File: config.mk
export PLATFORM = sky130hd
export DESIGN_NAME = sslc_top
export DESIGN_NICKNAME = d
export VERILOG_FILES = /design/src/hdl/sslc_pkg.sv /design/src/hdl/sslc_limreg.sv /design/src/hdl/sslc_top.sv
export SDC_FILE = /design/constraint.sdc
export NUM_CORES = 1
export LEC_CHECK = 0
export ABC_AREA = 1
export ABC_CLOCK_PERIOD_IN_PS = 1890
export BUFFER_PORTS_ARGS = -buffer_cell sky130_fd_sc_hd__buf_4
export CORE_MARGIN = 2
export CORE_UTILIZATION = 50
export DETAILED_ROUTE_END_ITERATION = 8
export PLACE_DENSITY = 0.77
export SYNTH_ARGS = -nofsm -noshare
export SYNTH_HDL_FRONTEND = slang
export SYNTH_HIERARCHICAL = 1
export SYNTH_SLANG_ARGS = --single-unit
File: constraint.sdc
create_clock -name i_sys_clk -period 1.89 [get_ports i_sys_clk]
set_input_delay 0.189 -clock i_sys_clk [delete_from_list [all_inputs] [get_ports i_sys_clk]]
set_output_delay 0.189 -clock i_sys_clk [all_outputs]
set_load 0.05 [all_outputs]
File: src/hdl/sslc_pkg.sv
// Purpose: Shared constants for the system stack limit checker
// Assumes: 16-bit special function register words, one core clock
// Notes: Reset values of the three registers are a design choice
package sslc_pkg;
   localparam int unsigned SSLC_W = 16;
   localparam logic [15:0] SSLC_FIXED_ONES = 16'hf000;
   localparam logic [15:0] SSLC_FREE_MASK = 16'h0ffe;
   localparam logic [15:0] SSLC_PTR_RST = 16'hfc00;
   localparam logic [15:0] SSLC_OVL_RST = 16'hfa00;
   localparam logic [15:0] SSLC_UNL_RST = 16'hfc00;
   localparam logic [15:0] SSLC_WORD_STEP = 16'h0002;
   localparam logic [1:0] SSLC_SEL_PTR = 2'h0;
   localparam logic [1:0] SSLC_SEL_OVL = 2'h1;
   localparam logic [1:0] SSLC_SEL_UNL = 2'h2;
   typedef enum logic [1:0] {
      SSLC_CHK_NONE,
      SSLC_CHK_LOW,
      SSLC_CHK_HIGH
   } sslc_chk_t;
endpackage : sslc_pkg

File: src/hdl/sslc_limreg.sv
// Purpose: One stack word register with the fixed bits forced
// Assumes: Writes come from the core on the same clock
// Notes: Bit 0 reads zero, bits 15..12 read one
module sslc_limreg
   import sslc_pkg::*;
#(
   parameter logic [15:0] RST_VAL = 16'hf000
) (
   input wire logic i_sys_clk,
   input wire logic i_rst,
   input wire logic i_we,
   input wire logic [15:0] i_wdata,
   output logic [15:0] o_q
);
   logic [15:0] store;
   wire logic [15:0] next_store = (i_wdata & SSLC_FREE_MASK) | SSLC_FIXED_ONES;

   always_ff @(posedge i_sys_clk or posedge i_rst) begin
      if (i_rst) begin
         store <= RST_VAL;
      end else if (i_we) begin
         store <= next_store;
      end
   end

   assign o_q = store;

   a_fixed_bits: assert property (@(posedge i_sys_clk) disable iff (i_rst)
      (store[0] == 1'b0) && (store[15:12] == 4'hf))
      else $error("fixed bits of stack word violated");
endmodule : sslc_limreg

File: src/hdl/sslc_top.sv
// Purpose: System stack pointer with lower and upper limit trap checks
// Assumes: Core may issue several stack operations per cycle; the priority order picks one
// Notes: Traps are one-cycle requests to the trap logic
module sslc_top
   import sslc_pkg::*;
(
   input wire logic i_sys_clk,
   input wire logic i_rst,
   input wire logic i_push,
   input wire logic i_pop,
   input wire logic i_add,
   input wire logic i_sub,
   input wire logic [15:0] i_adj,
   input wire logic i_wr,
   input wire logic [1:0] i_wr_sel,
   input wire logic [15:0] i_wdata,
   output logic [15:0] o_stack_top_pointer,
   output logic [15:0] o_stack_lower_limit,
   output logic [15:0] o_stack_upper_limit,
   output logic o_ovf_trap,
   output logic o_unf_trap
);
   logic [15:0] ptr;
   logic [15:0] ovl;
   logic [15:0] unl;
   sslc_chk_t chk;
   logic ovf_q;
   logic unf_q;

   // Priority: direct pointer write, then push/sub, then pop/add; limit writes block no operation
   wire logic wr_ptr = i_wr && (i_wr_sel == SSLC_SEL_PTR);
   // Select code 3 reaches no register
   wire logic wr_ovl = i_wr && (i_wr_sel == SSLC_SEL_OVL);
   wire logic wr_unl = i_wr && (i_wr_sel == SSLC_SEL_UNL);
   wire logic go_low = !wr_ptr && (i_push || i_sub);
   wire logic go_high = !wr_ptr && !go_low && (i_pop || i_add);
   // Each direction picks its own step, so a losing op cannot lend its size
   wire logic [15:0] step_low = i_push ? SSLC_WORD_STEP : i_adj;
   wire logic [15:0] step_high = i_pop ? SSLC_WORD_STEP : i_adj;
   wire logic [15:0] moved = go_low ? ptr - step_low : ptr + step_high;
   wire logic ptr_we = wr_ptr || go_low || go_high;
   wire logic [15:0] ptr_in = wr_ptr ? i_wdata : moved;
   wire sslc_chk_t next_chk = go_low ? SSLC_CHK_LOW : (go_high ? SSLC_CHK_HIGH : SSLC_CHK_NONE);
   // Limit writes set no check, so they never trap by themselves
   wire logic next_ovf = (chk == SSLC_CHK_LOW) && (ptr < ovl);
   wire logic next_unf = (chk == SSLC_CHK_HIGH) && (ptr > unl);

   sslc_limreg #(.RST_VAL(SSLC_PTR_RST)) u_ptr (
      .i_sys_clk(i_sys_clk),
      .i_rst(i_rst),
      .i_we(ptr_we),
      .i_wdata(ptr_in),
      .o_q(ptr)
   );
   sslc_limreg #(.RST_VAL(SSLC_OVL_RST)) u_ovl (
      .i_sys_clk(i_sys_clk),
      .i_rst(i_rst),
      .i_we(wr_ovl),
      .i_wdata(i_wdata),
      .o_q(ovl)
   );
   sslc_limreg #(.RST_VAL(SSLC_UNL_RST)) u_unl (
      .i_sys_clk(i_sys_clk),
      .i_rst(i_rst),
      .i_we(wr_unl),
      .i_wdata(i_wdata),
      .o_q(unl)
   );

   always_ff @(posedge i_sys_clk or posedge i_rst) begin
      if (i_rst) begin
         chk <= SSLC_CHK_NONE;
      end else begin
         chk <= next_chk;
      end
   end

   // Compare on the stored pointer: keeps the adder off the compare path
   always_ff @(posedge i_sys_clk or posedge i_rst) begin
      if (i_rst) begin
         ovf_q <= 1'b0;
         unf_q <= 1'b0;
      end else begin
         ovf_q <= next_ovf;
         unf_q <= next_unf;
      end
   end

   assign o_stack_top_pointer = ptr;
   assign o_stack_lower_limit = ovl;
   assign o_stack_upper_limit = unl;
   assign o_ovf_trap = ovf_q;
   assign o_unf_trap = unf_q;

   // Pointer movement
   a_push_decrement: assert property (@(posedge i_sys_clk) disable iff (i_rst)
      (i_push && !i_wr)
      |=> (ptr == (($past(ptr) - SSLC_WORD_STEP) & SSLC_FREE_MASK | SSLC_FIXED_ONES)))
      else $error("push did not pre-decrement pointer");

   a_pop_increment: assert property (@(posedge i_sys_clk) disable iff (i_rst)
      (i_pop && !i_push && !i_sub && !i_wr)
      |=> (ptr == (($past(ptr) + SSLC_WORD_STEP) & SSLC_FREE_MASK | SSLC_FIXED_ONES)))
      else $error("pop did not post-increment pointer");

   a_sub_decrement: assert property (@(posedge i_sys_clk) disable iff (i_rst)
      (i_sub && !i_push && !i_wr)
      |=> (ptr == (($past(ptr) - $past(i_adj)) & SSLC_FREE_MASK | SSLC_FIXED_ONES)))
      else $error("subtraction did not lower pointer by the amount");

   a_add_increment: assert property (@(posedge i_sys_clk) disable iff (i_rst)
      (i_add && !i_pop && !i_push && !i_sub && !i_wr)
      |=> (ptr == (($past(ptr) + $past(i_adj)) & SSLC_FREE_MASK | SSLC_FIXED_ONES)))
      else $error("addition did not raise pointer by the amount");

   a_idle_hold: assert property (@(posedge i_sys_clk) disable iff (i_rst)
      (!i_push && !i_pop && !i_add && !i_sub && !wr_ptr)
      |=> $stable(ptr))
      else $error("pointer moved without an operation");

   a_write_masked: assert property (@(posedge i_sys_clk) disable iff (i_rst)
      wr_ptr
      |=> (ptr == ($past(i_wdata) & SSLC_FREE_MASK | SSLC_FIXED_ONES)))
      else $error("pointer write not stored with fixed bits");

   // Trap decisions, one cycle after the stored pointer
   a_overflow_trap: assert property (@(posedge i_sys_clk) disable iff (i_rst)
      go_low ##1 (ptr < ovl)
      |=> o_ovf_trap)
      else $error("overflow trap missing");

   a_no_ovf_inside: assert property (@(posedge i_sys_clk) disable iff (i_rst)
      go_low ##1 (ptr >= ovl)
      |=> !o_ovf_trap)
      else $error("overflow trap with pointer inside lower limit");

   a_ovf_needs_low: assert property (@(posedge i_sys_clk) disable iff (i_rst)
      (chk != SSLC_CHK_LOW)
      |=> !o_ovf_trap)
      else $error("overflow trap without a downward check");

   a_underflow_trap: assert property (@(posedge i_sys_clk) disable iff (i_rst)
      go_high ##1 (ptr > unl)
      |=> o_unf_trap)
      else $error("underflow trap missing");

   a_no_unf_inside: assert property (@(posedge i_sys_clk) disable iff (i_rst)
      go_high ##1 (ptr <= unl)
      |=> !o_unf_trap)
      else $error("underflow trap with pointer inside upper limit");

   a_unf_needs_high: assert property (@(posedge i_sys_clk) disable iff (i_rst)
      (chk != SSLC_CHK_HIGH)
      |=> !o_unf_trap)
      else $error("underflow trap without an upward check");

   a_move_no_trap: assert property (@(posedge i_sys_clk) disable iff (i_rst)
      wr_ptr
      |-> ##2 (!o_ovf_trap && !o_unf_trap))
      else $error("direct pointer write caused a trap");

   a_write_drops_op: assert property (@(posedge i_sys_clk) disable iff (i_rst)
      (wr_ptr && (i_push || i_pop || i_add || i_sub))
      |=> (chk == SSLC_CHK_NONE))
      else $error("stack operation checked beside a pointer write");

   a_limit_no_trap: assert property (@(posedge i_sys_clk) disable iff (i_rst)
      (i_wr && !i_push && !i_pop && !i_add && !i_sub)
      |-> ##2 (!o_ovf_trap && !o_unf_trap))
      else $error("limit write caused a trap");

   a_traps_exclusive: assert property (@(posedge i_sys_clk) disable iff (i_rst)
      o_ovf_trap
      |-> !o_unf_trap)
      else $error("both traps raised together");

   a_trap_cause: assert property (@(posedge i_sys_clk) disable iff (i_rst)
      o_ovf_trap
      |-> $past(go_low, 2))
      else $error("overflow trap without a push two cycles earlier");

   a_unf_cause: assert property (@(posedge i_sys_clk) disable iff (i_rst)
      o_unf_trap
      |-> $past(go_high, 2))
      else $error("underflow trap without a pop two cycles earlier");

   // Limit registers
   a_ovl_store: assert property (@(posedge i_sys_clk) disable iff (i_rst)
      wr_ovl
      |=> (ovl == ($past(i_wdata) & SSLC_FREE_MASK | SSLC_FIXED_ONES)))
      else $error("lower limit write not stored with fixed bits");

   a_unl_store: assert property (@(posedge i_sys_clk) disable iff (i_rst)
      wr_unl
      |=> (unl == ($past(i_wdata) & SSLC_FREE_MASK | SSLC_FIXED_ONES)))
      else $error("upper limit write not stored with fixed bits");

   a_limits_hold: assert property (@(posedge i_sys_clk) disable iff (i_rst)
      (!wr_ovl && !wr_unl)
      |=> ($stable(ovl) && $stable(unl)))
      else $error("limit changed without its own write");

   a_limit_fixed: assert property (@(posedge i_sys_clk) disable iff (i_rst)
      (ovl[0] == 1'b0) && (ovl[15:12] == 4'hf)
      && (unl[0] == 1'b0) && (unl[15:12] == 4'hf))
      else $error("limit fixed bits violated");

   // Scenario covers
   c_push: cover property (@(posedge i_sys_clk) disable iff (i_rst) i_push);
   c_ovf: cover property (@(posedge i_sys_clk) disable iff (i_rst) o_ovf_trap);
   c_unf: cover property (@(posedge i_sys_clk) disable iff (i_rst) o_unf_trap);
   c_move_out: cover property (@(posedge i_sys_clk) disable iff (i_rst) wr_ptr ##1 (ptr < ovl));
   c_write_wins: cover property (@(posedge i_sys_clk) disable iff (i_rst) wr_ptr && (i_push || i_sub));
endmodule : sslc_top

== Word-level counts from Yosys, hierarchy flattened ==
Cells that the tools add are included.
Storage, ports and cells
  register bits after elaboration: 37
  input port bits: 41
  output and inout port bits: 50
  word-level logic and storage cells: 35
Cells by class
  add/subtract/negate cells: 2
  order comparisons: 2
  equality and inequality tests: 4
  multiplexer cells: 6
  reductions and logical operators: 15
Operator list (number)
  12-bit two-way mux: 4
  16-bit greater-than comparator: 1
  16-bit < comparator: 1
  12-bit adder: 1
  12-bit subtractor: 1
  1-bit logical AND: 8
  2-bit by 1-bit == test with 1-bit output, second input constant: 2
  2-bit == test, second input constant: 2
  1-bit logical OR: 4
  2-bit two-way mux: 2
  1-bit logical NOT: 2
  2-bit logical NOT: 1

== Logic depth before layout (Yosys ltp) ==
Gate-level depths: netlist (run 1).
  depth after elaboration: 9
  mapped depth: 22
  gate-level depth less buffers: 20

== Hierarchy ==
Netlist (run 1), hierarchy kept.
Modules (own cells, without submodules)
  sslc_top: times used 1, cells each 421, area an instance 2531.2 um^2
  sslc_limreg: times used 3, cells each 55, area an instance 473.0 um^2

== Worst setup path before layout (run 1) ==
OpenSTA, ideal clock, no wires.
  kind: input port to flip-flop
  start point: input i_pop
  end point: register u_ptr.store[11] (netlist: u_ptr/o_q[11])
  setup time: 76 ps
  arrival time: 2557 ps
  required time: 1814 ps
  path slack: -743 ps
  stages on the path: 22
  cell sequence: buf_6 inv_4 buf_6 nand2_4 ha_1 nand3_4 nor2_4 inv_1 nor2_1 nand2_1 xnor2_1 a22oi_1 ha_1 nand2_1 inv_1 a21oi_1 nand2_1 or2_2 nand3_1 nand2_1 nand2_1 nand2_1
Between the ends
  word-level cells in the longest chain between the ends: 4
  elaborated cells between the ends (all ways): 7
Ends and longest elaborated chain
  start, declared: line sslc_top.sv:10  | input wire logic i_pop,
  12-bit two-way mux: line sslc_top.sv:39  | wire logic [15:0] step_high = i_pop ? SSLC_WORD_STEP : i_adj;
  12-bit adder: line sslc_top.sv:40  | wire logic [15:0] moved = go_low ? ptr - step_low : ptr + step_high;
  12-bit two-way mux: line sslc_top.sv:40
  12-bit two-way mux: line sslc_top.sv:42  | wire logic [15:0] ptr_in = wr_ptr ? i_wdata : moved;
  via ptr_in[11]: line sslc_top.sv:42
  end signal, assigned: line sslc_limreg.sv:22  | store <= next_store;
  end, declared: line sslc_limreg.sv:15  | logic [15:0] store;
The timed path passes the listed nets, and every way through them passes these cells.
A chain may end at the register's enable or synchronous reset.

== Worst setup path after layout (run 1) ==
  start point: input i_pop
  end point: register u_ptr.store[10] (netlist: u_ptr/o_q[10])
Same word-level chain as after synthesis.

==> flow_summary.json, run 1 <==
{
  "place_ws_ns": -0.711,
  "min-delay-start": "i_wdata[4]",
  "clk_latency_ns": 0.28,
  "port_buffers": 66,
  "critPathCaptureType": "flop",
  "dpl.hpwl_um": 7550,
  "finalCritPeriodShare_pct": 124,
  "fp-row-count": 30,
  "finalWirelength_um": 10000,
  "drt_iter0_drc": 189,
  "io_pins": 91,
  "crit_chain": "buf_12, nor2_4, buf_6, nand4_1, or2_0, a22oi_1, ha_1, buf_6, a21oi_4, o21ai_0, nand2_1, nand3_2, nand2_1, inv_1, o31ai_1, nand2_1, nand2_1",
  "cts_root_buffer": "clkbuf_8",
  "fin_worst_skew_ns": 0.00567,
  "rsz0062_at_grt": "yes",
  "synth_area_sq_um": 3470,
  "slowest_stage": "ha_1",
  "vdd_ir_drop_max_mv": 0.919,
  "grt-ovfl-total": 0,
  "fin_ws_ns": -0.449,
  "dp.cells": 683,
  "die_h_um": 87.3,
  "final_common_cell": "nand2_1",
  "core_area_sq_um": 6760,
  "die-area_sq_um": 7630,
  "cp-start-kind": "input port",
  "violations": "negative setup slack",
  "drive_gt1_share_pct": 35.5,
  "timing.final.crit_period_ns": 2.34,
  "worst_path_largest_cell_delay_ns": 0.30,
  "critical_path_required_ns": 2.12,
  "instances_no_fill": 699,
  "clk_pin_slew_ns": 0.07,
  "critPathLaunch": "i_pop",
  "cts_buffers": 5,
  "finalSetupViolCount": 8,
  "setup.worst_path.end": "u_ptr/o_q[10]",
  "antenna_found_initial": 0,
  "clock_path_buffers": 2,
  "final-hold-violation-count": 0,
  "run_status": "complete, but fails checks",
  "num_antenna_cells": 0,
  "final_nets": 704,
  "yosysWarnings": 6,
  "synthToLayoutAreaGrowth_pct": 38.3,
  "start_util_pct": 51.4,
  "final.fill_count": 534,
  "cts_tree": "yes",
  "place.gp.congestion": 0.984,
  "r2r_slack_ns": -0.10,
  "maxCapViolCount": 0,
  "grt_max_degree": 13,
  "leakage_nw": 2.67,
  "r2r_end": "u_ptr/o_q[9]",
  "r2r-start": "u_ptr/o_q[2]",
  "hold_slack_ns": 0.128,
  "crit_fanout": 4,
  "cp.arrival_ns": 2.57,
  "drt-wirelength-per-cell_um": 14.3,
  "tns_ns": -2.77,
  "dieWidth_um": 87.3,
  "avgViaCountPerCell": 5.22,
  "vias": 3651,
  "first_pass_iters": 4,
  "avgSynthCellArea_sq_um": 7.05,
  "htree_levels": 2,
  "critPathKind": "in2reg",
  "power.density_nw_per_um2": 1380,
  "grt_pass1_vias": 3479,
  "final_cell_mix": "nand2_1 (155), buf_4 (127), inv_1 (58)",
  "slew_violations": 0,
  "hold_path_class": "in2reg",
  "rr_worst_depth": 11,
  "cts_sinks": 37,
  "grt_pass1_wl_um": 15100,
  "fmax_mhz": 427,
  "track_usage_pct": 24.7,
  "cp_common_cell": "nand2_1",
  "drcViolationCount": 0,
  "netlist_instances": 493,
  "ant_nets": 0,
  "power_mw": 6.64
}
## power breakdown
part           switching, mW  internal (mW)  leakage (nW)  total, mW
Sequential             0.211           1.03         0.443       1.24
Combinational           2.84           2.03          2.18       4.87
Clock                  0.269          0.259        0.0422      0.528
## metrics by stage
step	cell area (sq um)	util, %
final	4800	71.1
after floorplan	3560	-
after CTS	4610	68.2
after global routing	4800	71.1
after global placement	4400	65.2
after detailed placement	4400	65.2
## metal layers
| metal | global-route usage [%] | up-vias | wire (um) |
|---|---|---|---|
| li1 | - | 1796 | - |
| met1 | 29.9 | 1688 | 3900 |
| met2 | 43.6 | 131 | 5160 |
| met3 | 3.60 | 36 | 525 |
| met4 | 9.79 | 0 | 426 |
| met5 | 0 | - | 0 |
## how the worst min path moves through the flow
stage	slack, ns	endpoint	cells after the start
5_1_grt	0.13	u_ovl/o_q[4]	3
6_report	0.13	u_ovl/o_q[4]	3
4_1_cts	0.13	u_ovl/o_q[4]	3
2_1_floorplan	-0.04	chk[0]	1
3_3_place_gp	0.12	o_unf_trap	2
3_5_place_dp	0.13	o_unf_trap	2
## cell type report
class	count	area, sq um	area share [%]
Clock buffer	7	76.3	1.59
Tap cell	80	100	2.08
Clock inverter	1	5.00	0.104
Sequential cell	37	933	19.4
Inverter	69	272	5.65
Multi-Input combinational cell	367	2330	48.5
Timing Repair Buffer	138	1080	22.6
## worst max-delay path: cells and delay by family
kind	cells	cell delay, ns
buffers and inverters	4	0.42
adder cells (fa/ha/maj)	1	0.30
AO/OA/AOI/OAI	4	0.68
AND/OR/NAND/NOR	8	0.98
## sequential cells by signal, indices dropped and copies added, names as in the netlist
name and cells:
chk 2, o_ovf_trap 1, o_unf_trap 1, u_ovl/o_q 11
u_ptr/o_q 11, u_unl/o_q 11
## what timing repair did
item	CTS	global route
endpoints found under the setup margin	9	10
buffers inserted	3	6
endpoints found under the hold margin	31	0
resized for setup	25	44
pin swaps	32	49
hold buffers	1	0
No activity file was read; power rests on OpenSTA's default activity.
==> run 2, diff against run 1 <==
--- a/config.mk
+++ b/config.mk
@@ -8,7 +8,7 @@
 export ABC_AREA = 1
 export ABC_CLOCK_PERIOD_IN_PS = 1890
 export BUFFER_PORTS_ARGS = -buffer_cell sky130_fd_sc_hd__buf_4
-export CORE_MARGIN = 2
+export CORE_MARGIN = 4
 export CORE_UTILIZATION = 50
 export DETAILED_ROUTE_END_ITERATION = 8
 export PLACE_DENSITY = 0.77
@@ -16,3 +16,4 @@
 export SYNTH_HDL_FRONTEND = slang
 export SYNTH_HIERARCHICAL = 1
 export SYNTH_SLANG_ARGS = --single-unit
+export TNS_END_PERCENT = 50
==> run 2 against run 1 <==
Compared with the run above:
- the run still ends with negative setup slack left
- die area is 9.4% higher
- core utilization is 2.7 points lower
- combinational power is 11% lower
- cell area is 3.8% lower
- final cell count is 0.72% lower
- flip-flop and latch count stayed put
- worst setup slack better by 0.092 ns
- sequential power hardly changed
- critical path depth is 1 higher
- non-clock buffer count is 5 lower
==> flow_summary.json, run 2 (synthesis gave the netlist of run 1 again) <==
{
  "run_status": "complete, but fails checks",
  "violations": "negative setup slack",
  "grt_pass1_vias": 3424,
  "core_area_sq_um": 6760,
  "antenna_found_initial": 0,
  "avgViaCountPerCell": 4.97,
  "track_usage_pct": 22.0,
  "power.density_nw_per_um2": 1320,
  "vdd_ir_drop_max_mv": 0.730,
  "cts_tree": "yes",
  "synthToLayoutAreaGrowth_pct": 33.0,
  "critPathCaptureType": "flop",
  "grt-ovfl-total": 0,
  "clk_pin_slew_ns": 0.08,
  "fin_worst_skew_ns": 0.00668,
  "final-hold-violation-count": 0,
  "fp-row-count": 30,
  "maxCapViolCount": 0,
  "finalCritPeriodShare_pct": 119,
  "place.gp.congestion": 0.887,
  "critPathKind": "in2reg",
  "finish.utilization_pct": 68.4,
  "start_util_pct": 51.4,
  "worst_path_largest_cell_delay_ns": 0.34,
  "die_h_um": 91.3,
  "die-area_sq_um": 8340,
  "drt-wirelength-per-cell_um": 13.0,
  "grt_max_degree": 17,
  "vias": 3452,
  "drcViolationCount": 0,
  "clk_latency_ns": 0.29,
  "finalSetupViolCount": 10,
  "cts_sinks": 37,
  "leakage_nw": 2.62,
  "hold_path_class": "in2reg",
  "critical_path_required_ns": 2.07,
  "clock_path_buffers": 2,
  "ant_nets": 0,
  "cp.arrival_ns": 2.43,
  "num_antenna_cells": 0,
  "cts_buffers": 5,
  "final_nets": 699,
  "grt_pass1_wl_um": 15200,
  "cts_root_buffer": "clkbuf_8",
  "dieWidth_um": 91.3,
  "cpLargestDelayFamily": "simple AND/OR/NAND/NOR gates",
  "drt_iter0_drc": 101,
  "finalWirelength_um": 9040,
  "io_pins": 91,
  "rsz0062_at_grt": "yes",
  "final_cell_mix": "nand2_1 (161), buf_4 (128), inv_1 (62)",
  "fmax_mhz": 445,
  "crit_chain": "buf_12, nor2_4, ha_4, nand3_4, nor2_4, inv_2, o211ai_1, a32oi_1, ha_1, a21o_1, a21oi_1, nand2_1, buf_6, or2_4, nand3_2, nand2_1, nand2_1, nand2_1",
  "r2r_slack_ns": 0,
  "final_common_cell": "nand2_1",
  "timing.final.crit_period_ns": 2.25,
  "slew_violations": 0,
  "tns_ns": -2.36,
  "cp_common_cell": "nand2_1",
  "slowest_stage": "ha_1",
  "port_buffers": 66,
  "dpl.hpwl_um": 7590,
  "path_buf_inv": 3,
  "fin_ws_ns": -0.358,
  "power_mw": 6.11,
  "crit_fanout": 4,
  "drive_gt1_share_pct": 31.4,
  "htree_levels": 2,
  "first_pass_iters": 4,
  "cp-start-kind": "input port"
}
-- run 2: worst paths after layout --
| check | start | to | cells after the start |
|---|---|---|---|
| worst max-delay path | i_pop | u_ptr/o_q[7] | 18 |
| worst min-delay path | i_wdata[7] | u_unl/o_q[7] | 3 |
| worst max register to register | u_ptr/o_q[2] | u_ptr/o_q[9] | 11 |
| worst min register to register | u_ovl/o_q[9] | u_ovl/o_q[9] | 2 |
| max in group asynchronous | i_rst | u_ptr/o_q[11] | 3 |
| min in group asynchronous | i_rst | o_unf_trap | 3 |
-- run 2: stage by stage --
| step | hold slack, ns | area [sq um] | setup slack, ns | std cells |
|---|---|---|---|---|
| 2_1_floorplan | -0.0449 | 3550 | -0.595 | 502 |
| 3_3_place_gp | 0.116 | 4380 | -0.655 | 679 |
| 3_5_place_dp | 0.122 | 4380 | -0.686 | 679 |
| 4_1_cts | 0.113 | 4580 | -0.324 | 692 |
| 5_1_grt | 0.119 | 4620 | -0.502 | 694 |
| 6_report | 0.116 | 4620 | -0.358 | 694 |
-- run 2: cell type report --
type | instances | area, sq um
clock inverter | 2 | 13.8
fill | 574 | 2140
multi-input combinational | 367 | 2190
clock buffer | 6 | 82.6
timing repair buffer | 133 | 1030
tap | 80 | 100
inverter | 69 | 264
sequential | 37 | 933
-- run 2: what timing repair did --
item                                   in CTS  in global routing
setup endpoints to repair                  10                 11
pin swaps                                  28                 18
endpoints found under the hold margin      31                  0
resized for setup                          18                  9
hold buffers                                1                  0
setup buffers                               4                  2
-- run 2: metal layers --
layer,vias up,GRT usage (%),wire [um]
li1,1791,-,-
met1,1569,27.3,3940
met2,78,39.7,4610
met3,14,3.56,365
met4,0,5.53,125
met5,-,0,0
-- run 2: where the power goes --
group / internal [mW] / leakage, nW / switching [mW]
Combinational: 1.79 / 2.12 / 2.52
Sequential: 1.03 / 0.443 / 0.183
Clock: 0.296 / 0.0512 / 0.292
Total: 3.12 / 2.62 / 2.99
-- run 2: tightest hold or removal path, delay by kind of cell --
family | cells | cell delay [ns]
simple gates | 2 | 0.09
buf+inv | 1 | 0.09
==> run 3, diff against run 2 <==
--- a/config.mk
+++ b/config.mk
@@ -9,9 +9,10 @@
 export ABC_CLOCK_PERIOD_IN_PS = 1890
 export BUFFER_PORTS_ARGS = -buffer_cell sky130_fd_sc_hd__buf_4
 export CORE_MARGIN = 4
-export CORE_UTILIZATION = 50
+export CORE_UTILIZATION = 51
+export CTS_BUF_LIST = sky130_fd_sc_hd__clkbuf_4 sky130_fd_sc_hd__clkbuf_8
 export DETAILED_ROUTE_END_ITERATION = 8
-export PLACE_DENSITY = 0.77
+export PLACE_DENSITY = 0.78
 export SYNTH_ARGS = -nofsm -noshare
 export SYNTH_HDL_FRONTEND = slang
 export SYNTH_HIERARCHICAL = 1
==> run 3 against run 2 <==
Compared with the run above:
- clock power rose by 40%
- the run still ends with negative setup slack left
- worst setup slack better by 0.025 ns
- non-clock buffer count is 1 higher
==> flow_summary.json, run 3 (synthesis gave the netlist of run 1 again) <==
{
  "run_status": "complete, but fails checks",
  "violations": "negative setup slack",
  "p_seq_share_pct": 18.2,
  "crit_fanout": 4,
  "dpl.hpwl_um": 7900,
  "r2r_slack_ns": -0.05,
  "finalCritPeriodShare_pct": 118,
  "clk_pin_slew_ns": 0.08,
  "drt-wirelength-per-cell_um": 15.1,
  "place_ws_ns": -0.686,
  "design_area_sq_um": 4750,
  "track_usage_pct": 24.1,
  "hold_path_class": "in2reg",
  "cp-start-kind": "input port",
  "htree_levels": 2,
  "rsz0062_at_grt": "yes",
  "die-area_sq_um": 8190,
  "grt-ovfl-total": 0,
  "slew_violations": 0,
  "power.switching_mw": 3.25,
  "power_mw": 6.73,
  "use_met3_pct": 3.67,
  "grt_max_degree": 13,
  "core_area_sq_um": 6490,
  "critPathKind": "in2reg",
  "drcViolationCount": 0,
  "grt_use_met1_pct": 28.3,
  "p_int_mw": 3.47,
  "switching_share_pct": 48.4,
  "r2r_end": "u_ptr/o_q[9]",
  "critical_path_required_ns": 2.13,
  "finalWirelength_um": 10400,
  "worst_path_largest_cell_delay_ns": 0.29,
  "final_common_cell": "nand2_1",
  "finish.utilization_pct": 73.2,
  "dp.cells": 674,
  "rr_worst_depth": 11,
  "cpLargestDelayFamily": "simple AND/OR/NAND/NOR gates",
  "r2r-start": "u_ptr/o_q[2]",
  "path_buf_inv": 2,
  "io_pins": 91,
  "grt_pass1_vias": 3634,
  "place.gp.congestion": 0.898,
  "port_buffers": 66,
  "cp_common_cell": "nand2_1",
  "final_nets": 700,
  "power.density_nw_per_um2": 1420,
  "cp.arrival_ns": 2.46,
  "gr-usage-met2_pct": 44.2,
  "busiest_layer": "met2",
  "num_antenna_cells": 0,
  "fin_ws_ns": -0.333,
  "ant_nets": 0,
  "regArea_sq_um": 933,
  "slowest_stage": "ha_1",
  "final_cell_mix": "nand2_1 (152), buf_4 (130), inv_1 (60)",
  "maxCapViolCount": 0,
  "hold_slack_ns": 0.118,
  "leakage_nw": 2.65,
  "drive_gt1_share_pct": 35.0,
  "start_util_pct": 53.5,
  "finalSetupViolCount": 8,
  "fmax_mhz": 450,
  "clk_latency_ns": 0.29,
  "grt_pass1_wl_um": 16300,
  "die_h_um": 90.5,
  "tns_ns": -1.94,
  "cts_tree": "yes",
  "holdPathStages": 3,
  "clock_path_buffers": 2,
  "fin_worst_skew_ns": 0.00690,
  "min_to": "u_unl/o_q[1]",
  "first_pass_iters": 5,
  "pwr-share-clk_pct": 12.3,
  "final-hold-violation-count": 0,
  "vdd_ir_drop_max_mv": 0.854,
  "dieWidth_um": 90.5,
  "cts_root_buffer": "clkbuf_8",
  "final.fill_count": 492,
  "cts_buffers": 5,
  "multiInputGateArea_sq_um": 2300,
  "synthToLayoutAreaGrowth_pct": 36.8,
  "vias": 3675,
  "cts_sinks": 37,
  "fp-row-count": 29,
  "antenna_found_initial": 0,
  "dpl-instance-area_sq_um": 4350,
  "avgViaCountPerCell": 5.31,
  "min-delay-start": "i_wdata[1]",
  "comb_power_share_pct": 69.6,
  "crit_chain": "buf_12, nor2_4, ha_4, nand3_4, nor2_4, inv_2, nor2_2, nor2_1, a22oi_1, ha_1, nand2_1, nand2_1, a31o_2, a21oi_2, or2_1, nand3_2, nand2_2, nand2_2, nand2_1",
  "timing.final.crit_period_ns": 2.22,
  "critPathCaptureType": "flop",
  "instances_no_fill": 692,
  "drt_iter0_drc": 226
}
## run 3: cell type report
type,instances,area share [%]
Clock buffer,5,1.45
Clock inverter,3,1.37
Inverter,69,5.56
Multi-Input combinational cell,367,48.3
Sequential cell,37,19.6
Tap cell,77,2.03
Timing Repair Buffer,134,21.6
## run 3: power by group through the flow
stage	combinational (mW)	sequential, mW	clock, mW
finish	4.68	1.22	0.825
global placement	3.98	1.23	0
global route	5.12	1.25	0.856
floorplan	1.96	1.96	0
detailed placement	4.12	1.24	0
CTS	4.31	1.22	0.822
## run 3: how the worst max path moves through the flow
stage	start	end	cells after the start
final	i_pop	u_ptr/o_q[9]	19
after global routing	i_adj[3]	u_ptr/o_q[11]	19
after CTS	i_adj[1]	u_ptr/o_q[11]	19
after detailed placement	i_pop	u_ptr/o_q[11]	20
after global placement	i_pop	u_ptr/o_q[10]	17
after floorplan	i_pop	u_ptr/o_q[11]	21
## run 3: what timing repair did
action,CTS,global route
endpoints found under the setup margin,9,10
buffers inserted,5,4
hold buffers,1,0
endpoints found under the hold margin,31,0
gates resized for setup,24,31
pin swaps,23,29
## run 3: layer usage
| layer | vias to the layer above | routed length (um) |
|---|---|---|
| met2 | 162 | 5250 |
| met3 | 33 | 714 |
| met5 | - | 0 |
| met1 | 1692 | 4110 |
| met4 | 0 | 348 |
| li1 | 1788 | - |
## run 3: worst reg2reg max path, cell delays in order, from the launching register on
cell	delay (ns)
dfrtp_1	0.39
ha_1	0.32
nand2_1	0.07
o21ai_2	0.20
inv_1	0.10
o21bai_2	0.19
a21oi_2	0.09
or2_1	0.25
nand3_2	0.08
nand2_2	0.06
nand2_2	0.05
nand2_1	0.05
